## src/pbc_pkg.sv

```systemverilog
/*
 * Constants for the PLL programming and base clock selector block.
 * Assumes a single 100 MHz reference clock for all synchronous logic.
 */
package pbc_pkg;
	// ********************************************************
	// Field widths and positions of the PLL programming registers
	// ********************************************************
	localparam int PRE_W = 2;
	localparam int VPR_W = 2;
	localparam int CTL_W = 8;
	localparam int CTL_ON_BIT = 5;
	localparam int CTL_BCS_BIT = 4;
	localparam int CTL_PRE_LSB = 2;
	localparam int CTL_VPR_LSB = 0;
	localparam int MUL_W = 12;
	localparam int LIN_W = 8;
	localparam int DIV_W = 4;
	// ********************************************************
	// Reset values
	// ********************************************************
	localparam logic RST_ON = 1'b1;
	localparam logic RST_BCS = 1'b0;
	localparam logic [PRE_W-1:0] RST_PRE = 2'h0;
	localparam logic [VPR_W-1:0] RST_VPR = 2'h0;
	localparam logic [MUL_W-1:0] RST_MUL = 12'h040;
	localparam logic [LIN_W-1:0] RST_LIN = 8'h40;
	localparam logic [DIV_W-1:0] RST_DIV = 4'h1;
	// ********************************************************
	// Frequency and timing constants
	// ********************************************************
	localparam int F_NOM_HZ = 38400;
	localparam int SETTLE_CYC = 3;
	localparam int SYNC_STAGES = 3;
	// Selector states
	typedef enum logic [1:0] {
		PBC_RUN = 2'b00,
		PBC_STOP_OLD = 2'b01,
		PBC_START_NEW = 2'b10
	} pbc_sel_t;
endpackage : pbc_pkg

```

## src/pbc_clk_sync.sv

```systemverilog
/*
 * Three-stage synchroniser with agreement filter for a clock arriving
 * from outside the ref_clk_i domain. Reports rising edges as pulses.
 */
`timescale 1ns/100ps
module pbc_clk_sync
(
	input wire logic ref_clk_i,
	input wire logic rst_n_i,
	input wire logic async_i,
	output logic level_o,
	output logic rise_o
);
	import pbc_pkg::*;
	logic [SYNC_STAGES-1:0] sync_ff;
	logic level_ff;
	// Stage 0 is read only by stage 1
	wire agree = sync_ff[1] == sync_ff[2];
	wire nxt_level = agree ? sync_ff[2] : level_ff;
	always_ff @(posedge ref_clk_i or negedge rst_n_i)
	begin
		if (!rst_n_i)
		begin
			sync_ff <= '0;
			level_ff <= 1'b0;
		end
		else
		begin
			sync_ff <= {sync_ff[SYNC_STAGES-2:0], async_i};
			level_ff <= nxt_level;
		end
	end
	assign level_o = level_ff;
	assign rise_o = nxt_level & ~level_ff;
endmodule : pbc_clk_sync

```

## src/pbc_top.sv

```systemverilog
/*
 * PLL programming registers and glitch-free base clock selector.
 * Assumes oscillator and divided VCO clocks are slow relative to
 * ref_clk_i (below a quarter of it) and are sampled as ordinary inputs.
 */
// How it works
// - Centre frequency equals linear multiplier times two-to-E times 38.4 kHz.
// - Programming fields only accept writes while the PLL is off.
// - Zero loop multiplier or reference divider acts as one.
// - Zero linear multiplier disables PLL and forces the oscillator.
// - Switching waits three old then three new source cycles, output held.
// - Selected source is halved, giving a balanced duty cycle.
// - Bypass bit skips halving when the oscillator is selected.
// - Select bit chooses which source drives the base clock.
// - Selecting the VCO source is refused while the PLL is off.
// - Turning the PLL off is refused while VCO source selected.
// - Enable and select cannot change together; use two writes.
// - Select one means divided VCO, zero means oscillator.
`timescale 1ns/100ps
module pbc_top
(
	input wire logic ref_clk_i,
	input wire logic rst_n_i,
	input wire logic osc_clk_i,
	input wire logic pclk_i,
	input wire logic osc_halving_bypass_bit_i,
	input wire logic ctl_wr_i,
	input wire logic [pbc_pkg::CTL_W-1:0] ctl_wdata_i,
	input wire logic mul_hi_wr_i,
	input wire logic mul_lo_wr_i,
	input wire logic lin_wr_i,
	input wire logic div_wr_i,
	input wire logic [7:0] wdata_i,
	output logic [pbc_pkg::CTL_W-1:0] pll_control_reg_o,
	output logic [pbc_pkg::MUL_W-1:0] loop_mult_o,
	output logic [pbc_pkg::LIN_W-1:0] vco_linear_range_reg_o,
	output logic [pbc_pkg::DIV_W-1:0] reference_divider_reg_o,
	output logic [pbc_pkg::MUL_W-1:0] eff_loop_mult_o,
	output logic [pbc_pkg::DIV_W-1:0] eff_ref_div_o,
	output logic pll_active_o,
	output logic [31:0] vrs_hz_o,
	output logic sel_vco_o,
	output logic switching_o,
	output logic base_clock_output_o
);
	import pbc_pkg::*;

	function automatic logic [31:0] at_least_one(input logic [31:0] v);
		at_least_one = (v == 32'h0) ? 32'h1 : v;
	endfunction : at_least_one

	// ********************************************************
	// Programming registers
	// ********************************************************
	logic on_ff, bcs_ff;
	logic [PRE_W-1:0] pre_ff;
	logic [VPR_W-1:0] vpr_ff;
	logic [MUL_W-1:0] mul_ff;
	logic [LIN_W-1:0] lin_ff;
	logic [DIV_W-1:0] div_ff;

	wire prog_ok = ~on_ff;
	wire lin_zero = lin_ff == 8'h00;
	wire w_on = ctl_wdata_i[CTL_ON_BIT];
	wire w_bcs = ctl_wdata_i[CTL_BCS_BIT];
	// Changing both in one write is refused for both
	wire both_chg = (w_on != on_ff) && (w_bcs != bcs_ff);
	// Clearing enable refused while VCO selected
	wire on_ok = ~both_chg && (w_on || ~bcs_ff);
	// Setting select refused while off or L is zero
	wire bcs_ok = ~both_chg && (~w_bcs || (on_ff && ~lin_zero));
	wire nxt_on = (ctl_wr_i && on_ok) ? w_on : on_ff;
	// Zero L also forces the oscillator back in
	wire nxt_bcs = lin_zero ? 1'b0 :
		((ctl_wr_i && bcs_ok) ? w_bcs : bcs_ff);
	wire [PRE_W-1:0] nxt_pre = (ctl_wr_i && prog_ok) ?
		ctl_wdata_i[CTL_PRE_LSB +: PRE_W] : pre_ff;
	wire [VPR_W-1:0] nxt_vpr = (ctl_wr_i && prog_ok) ?
		ctl_wdata_i[CTL_VPR_LSB +: VPR_W] : vpr_ff;
	wire [MUL_W-1:0] nxt_mul_hi = {wdata_i[MUL_W-9:0], mul_ff[7:0]};
	wire [MUL_W-1:0] nxt_mul_lo = {mul_ff[MUL_W-1:8], wdata_i};
	wire [MUL_W-1:0] nxt_mul = !prog_ok ? mul_ff :
		mul_hi_wr_i ? nxt_mul_hi :
		mul_lo_wr_i ? nxt_mul_lo : mul_ff;
	wire [LIN_W-1:0] nxt_lin = (lin_wr_i && prog_ok) ? wdata_i : lin_ff;
	wire [DIV_W-1:0] nxt_div = (div_wr_i && prog_ok) ?
		wdata_i[DIV_W-1:0] : div_ff;

	always_ff @(posedge ref_clk_i or negedge rst_n_i)
	begin
		if (!rst_n_i)
		begin
			on_ff <= RST_ON;
			bcs_ff <= RST_BCS;
			pre_ff <= RST_PRE;
			vpr_ff <= RST_VPR;
			mul_ff <= RST_MUL;
			lin_ff <= RST_LIN;
			div_ff <= RST_DIV;
		end
		else
		begin
			on_ff <= nxt_on;
			bcs_ff <= nxt_bcs;
			pre_ff <= nxt_pre;
			vpr_ff <= nxt_vpr;
			mul_ff <= nxt_mul;
			lin_ff <= nxt_lin;
			div_ff <= nxt_div;
		end
	end

	assign pll_control_reg_o = {2'h0, on_ff, bcs_ff, pre_ff, vpr_ff};
	assign loop_mult_o = mul_ff;
	assign vco_linear_range_reg_o = lin_ff;
	assign reference_divider_reg_o = div_ff;

	// ********************************************************
	// Synthesis values seen by the analog loop
	// ********************************************************
	logic [MUL_W-1:0] eff_mul_ff;
	logic [DIV_W-1:0] eff_div_ff;
	logic active_ff;
	logic [31:0] vrs_ff;
	wire [31:0] mul_w = at_least_one({20'h0, mul_ff});
	wire [31:0] div_w = at_least_one({28'h0, div_ff});
	wire [31:0] nxt_vrs = (32'(lin_ff) << vpr_ff) * F_NOM_HZ;
	always_ff @(posedge ref_clk_i or negedge rst_n_i)
	begin
		if (!rst_n_i)
		begin
			eff_mul_ff <= '0;
			eff_div_ff <= '0;
			active_ff <= 1'b0;
			vrs_ff <= '0;
		end
		else
		begin
			eff_mul_ff <= mul_w[MUL_W-1:0];
			eff_div_ff <= div_w[DIV_W-1:0];
			active_ff <= on_ff & ~lin_zero;
			vrs_ff <= nxt_vrs;
		end
	end
	assign eff_loop_mult_o = eff_mul_ff;
	assign eff_ref_div_o = eff_div_ff;
	assign pll_active_o = active_ff;
	assign vrs_hz_o = vrs_ff;

	// ********************************************************
	// Glitch-free base clock selector
	// ********************************************************
	logic osc_lvl, osc_rise, pck_lvl, pck_rise;
	pbc_clk_sync u_osc_sync (
		.ref_clk_i(ref_clk_i),
		.rst_n_i(rst_n_i),
		.async_i(osc_clk_i),
		.level_o(osc_lvl),
		.rise_o(osc_rise)
	);
	pbc_clk_sync u_pck_sync (
		.ref_clk_i(ref_clk_i),
		.rst_n_i(rst_n_i),
		.async_i(pclk_i),
		.level_o(pck_lvl),
		.rise_o(pck_rise)
	);

	pbc_sel_t st_ff, nxt_st;
	logic cur_ff, nxt_cur;
	logic [1:0] cnt_ff, nxt_cnt;
	logic half_ff, nxt_half;
	logic out_ff, nxt_out;
	wire want = bcs_ff & active_ff;
	wire old_rise = cur_ff ? pck_rise : osc_rise;
	wire new_rise = want ? pck_rise : osc_rise;
	wire src_lvl = cur_ff ? pck_lvl : osc_lvl;
	wire bypass = ~cur_ff & osc_halving_bypass_bit_i;
	wire last = cnt_ff == 2'(SETTLE_CYC - 1);

	always_comb
	begin
		nxt_st = st_ff;
		nxt_cur = cur_ff;
		nxt_cnt = cnt_ff;
		nxt_half = half_ff;
		nxt_out = out_ff;
		unique case (st_ff)
			PBC_RUN:
			begin
				if (want != cur_ff)
				begin
					nxt_st = PBC_STOP_OLD;
					nxt_cnt = 2'h0;
				end
				else if (bypass)
					nxt_out = src_lvl;
				else if (old_rise)
				begin
					nxt_half = ~half_ff;
					nxt_out = ~half_ff;
				end
			end
			PBC_STOP_OLD:
			begin
				// Output held; wait out the old source
				if (old_rise)
				begin
					nxt_cnt = cnt_ff + 2'h1;
					if (last)
					begin
						nxt_st = PBC_START_NEW;
						nxt_cnt = 2'h0;
					end
				end
			end
			PBC_START_NEW:
			begin
				if (new_rise)
				begin
					nxt_cnt = cnt_ff + 2'h1;
					if (last)
					begin
						nxt_st = PBC_RUN;
						nxt_cur = want;
					end
				end
			end
			default:
				nxt_st = PBC_RUN;
		endcase
	end

	always_ff @(posedge ref_clk_i or negedge rst_n_i)
	begin
		if (!rst_n_i)
		begin
			st_ff <= PBC_RUN;
			cur_ff <= 1'b0;
			cnt_ff <= 2'h0;
			half_ff <= 1'b0;
			out_ff <= 1'b0;
		end
		else
		begin
			st_ff <= nxt_st;
			cur_ff <= nxt_cur;
			cnt_ff <= nxt_cnt;
			half_ff <= nxt_half;
			out_ff <= nxt_out;
		end
	end
	assign sel_vco_o = cur_ff;
	assign switching_o = st_ff != PBC_RUN;
	assign base_clock_output_o = out_ff;
endmodule : pbc_top

```

## config.mk

```make
export PLATFORM = sky130hd
export DESIGN_NAME = pbc_top
export DESIGN_NICKNAME = d
export VERILOG_FILES = /design/src/pbc_pkg.sv /design/src/pbc_clk_sync.sv /design/src/pbc_top.sv
export SDC_FILE = /design/constraint.sdc
export NUM_CORES = 1
export LEC_CHECK = 0
export ABC_AREA = 1
export BUFFER_PORTS_ARGS = -buffer_cell sky130_fd_sc_hd__buf_2
export CORE_MARGIN = 10
export CORE_UTILIZATION = 50
export DETAILED_ROUTE_END_ITERATION = 8
export GPL_ROUTABILITY_DRIVEN = 0
export PLACE_DENSITY_LB_ADDON = 0.1
export SYNTH_ARGS = -nofsm -noshare
export SYNTH_HDL_FRONTEND = slang
export SYNTH_SLANG_ARGS = --single-unit
```

## constraint.sdc

```tcl
create_clock -name ref_clk_i -period 4.4 [get_ports ref_clk_i]
set_clock_uncertainty 0.2 [all_clocks]
set_input_delay 0.22 -clock ref_clk_i [delete_from_list [all_inputs] [get_ports ref_clk_i]]
set_output_delay 0.22 -clock ref_clk_i [all_outputs]
set_load 0.005 [all_outputs]
```

==> impl_metrics.yaml <==
job:
  drv_cap: 0
final_layout:
  final_common_cell: "nand2_1"
  fillCellCount: 905
  mostFrequentLayoutCells: "nand2_1, inv_1, buf_2"
  finalNetCount: 776
  fin_util: 0.6038
  drive_gt1_frac: 0.2061
  syn2layout_area_growth_pct: 18.86
cts:
  numCtsBuffers: 9
  cts_tree: "built"
  clock_tree.root_cell: "clkbuf_8"
  clock_path_buffers: 2
  cts_sinks: 80
  clk_latency_ns: 0.35
  cts.clk_slew.worst_paths_ns: 0.08
  cts_htree_levels: 3
timing:
  tightest_slew_ns: 0.9730
  hold_violations: 0
  fmax_ghz: 0.2410
  worst_hold_slack_ns: 0.04245
  drv_slew: 0
  slew_headroom: 0.3513
  rsz0062_at_grt: "false"
  fin_setup_tns_ns: 0
  setup_viol: 0
  timing.final.crit_period_ns: 4.150
  finalCritPeriodShare: 0.9432
setup_path:
  reg2regPathDepth: 21
  max_stage_delay_ns: 0.54
  cp.arrival_ns: 4.20
  cpMaxStageDelayCell: "fa_1"
  critPathKind: "register to register"
  crit_chain: "clkbuf_4 -> nand2_1 -> o21ai_0 -> inv_1 -> o21ai_2 -> inv_1 -> ha_1 -> ha_1 -> fa_1 -> inv_1 -> fa_1 -> inv_1 -> ha_1 -> nand2_1 -> nand2_1 -> nand2_1 -> nand2_1 -> a21oi_2 -> nand2_1 -> nand2_1 -> nand2_1"
  crit_top_cell: "nand2_1"
  crit_required_ns: 4.45
  reg2reg_to: "vrs_hz_o[25]"
  critPathCaptureType: "register"
  start_kind: "register"
  worst-r2r-setup-slack_ns: 0.25
  crit_fanout: 8
  r2r_start: "vpr_ff[0]"
synth:
  ys_ff_latch: 80
  yosysUniqueCellTypes: 34
  synth_seq_area_share: 0.4098
  syn_avg_cell_area_sq_um: 8.502
  synth_warnings: 0
  synthCells: 576
  syn_area_sq_um: 4897
outcome:
  status: "complete, no violations"
place:
  io_buffer_count: 91
  hpwl_microns: 8663
floorplan:
  initial_core_util: 0.5080
  fp.dieW_microns: 119.0
  rows: 36
  ios: 110
  dieArea_sq_um: 14150
  core_region_area_sq_um: 9639
  fp.dieH_microns: 119.0
grt:
  gr-total-overflow: 0
  grt_pass1_wl_microns: 18300
  grt_usage: 0.1561
  grt_pass1_vias: 3738
  grt_antenna_before_repair: 1
  grt_max_degree: 81
drt:
  via_per_inst: 4.694
  antenna_left: 0
  drt_iter0_drc: 240
  dr.pass1.iters: 4
  wl_per_cell_microns: 13.43
  drc: 0
  drt_wl_total_microns: 11050
  dr_total_vias: 3863
hold_path:
  min-delay-start: "div_wr_i"
  hp-class: "primary input to register"
  holdPathStages: 4
  min_to: "reference_divider_reg_o[0]"
-- per-stage QoR --
| step | worst slack, ns | area, sq um | cells |
|---|---|---|---|
| 6_report | 0.2499 | 5821 | 823 |
| 3_5_place_dp | 0.09457 | 5423 | 786 |
| 4_1_cts | 0.07739 | 5784 | 820 |
| 2_1_floorplan | 0.3623 | 4954 | 591 |
| 3_3_place_gp | 0.1564 | 5423 | 786 |
| 5_1_grt | 0.004062 | 5821 | 823 |
-- kinds of logic after synthesis --
group / Yosys count / synth area share
muxes: 4 / 0.008687
xor gates and xnor gates: 9 / 0.01610
buffers and inverters: 132 / 0.1165
adders and majority gates: 66 / 0.1886
DFF: 80 / 0.4098
AOI/OAI and AO/OA: 61 / 0.06336
other: 1 / 0.0007657
and+or+nand+nor: 223 / 0.1962
-- worst max path at each step --
stage	start	end	slack, ns	depth (start not counted)
global placement	vpr_ff[0]	vrs_hz_o[24]	0.16	17
CTS	vpr_ff[0]	vrs_hz_o[25]	0.08	19
detailed placement	vpr_ff[0]	vrs_hz_o[25]	0.09	19
finish	vpr_ff[0]	vrs_hz_o[25]	0.25	21
floorplan	vpr_ff[0]	vrs_hz_o[24]	0.36	17
global route	vpr_ff[0]	vrs_hz_o[25]	0.004	21
-- timing repair --
| item | CTS | global route |
|---|---|---|
| endpoints found under the setup margin | 0 | 9 |
| setup buffers | 0 | 2 |
| resized for setup | 0 | 14 |
| endpoints found under the hold margin | 101 | 0 |
| hold buffers | 18 | 0 |
-- state kept, by name, indices dropped and copies added, names as in the netlist --
| register | flops |
|---|---|
| base_clock_output_o | 1 |
| bcs_ff | 1 |
| cnt_ff | 2 |
| eff_loop_mult_o | 12 |
| eff_ref_div_o | 4 |
| half_ff | 1 |
| loop_mult_o | 12 |
| on_ff | 1 |
| pll_active_o | 1 |
| pre_ff | 2 |
| reference_divider_reg_o | 4 |
| sel_vco_o | 1 |
| st_ff | 2 |
| u_osc_sync.level_o | 1 |
| u_osc_sync.sync_ff | 3 |
| u_pck_sync.level_o | 1 |
| u_pck_sync.sync_ff | 3 |
| vco_linear_range_reg_o | 8 |
| vpr_ff | 2 |
| vrs_hz_o | 18 |
-- layer usage --
layer | vias to the layer above | GRT usage | routed length [microns]
li1 | 1976 | - | -
met4 | 0 | 0.06489 | 264
met5 | - | 0 | 0
met1 | 1790 | 0.1946 | 4937
met2 | 76 | 0.2601 | 5455
met3 | 21 | 0.02976 | 396
-- area by class of cell --
type	count	area, sq um	area share
multi-input combinational	379	2392	0.4110
sequential	80	2009	0.3452
timing repair buffer	118	705.7	0.1212
inverter	96	362.8	0.06234
tap	133	166.4	0.02859
clock buffer	11	141.4	0.02429
clock inverter	5	40.04	0.006879
antenna	1	2.502	0.0004299
-- cells in the mapped netlist (all sizes together) --
master / number / area, sq um
fa: 13 / 260.3
clkinv: 1 / 3.750
dfstp: 4 / 105.1
o21bai: 2 / 15.01
nand3b: 2 / 15.01
buf: 22 / 155.2
nand3: 23 / 137.6
inv: 95 / 359.1
a21oi: 14 / 70.07
nand2: 152 / 580.6
conb: 1 / 3.750
and2: 2 / 12.51
nand4: 6 / 37.54
xor2: 7 / 61.31
xnor2: 2 / 17.52
mux2i: 2 / 20.02
ha: 53 / 663.1
nor2: 31 / 137.6
o21ai: 45 / 225.2
nor4: 3 / 18.77
clkbuf: 14 / 52.55
or2: 1 / 6.260
dfrtp: 76 / 1902
nor3: 3 / 15.01
mux2: 2 / 22.52
-- critical path: cells and delay by family (launching register included) --
| family | cells | cell delay [ns] |
|---|---|---|
| fa+ha+maj | 5 | 2.00 |
| simple gates | 8 | 0.55 |
| buf+inv | 5 | 0.49 |
| flops | 1 | 0.43 |
| compound gates | 3 | 0.39 |
Power is not shown: default switching activity piles up to over one toggle a cycle in this logic, so the estimate is an artifact.
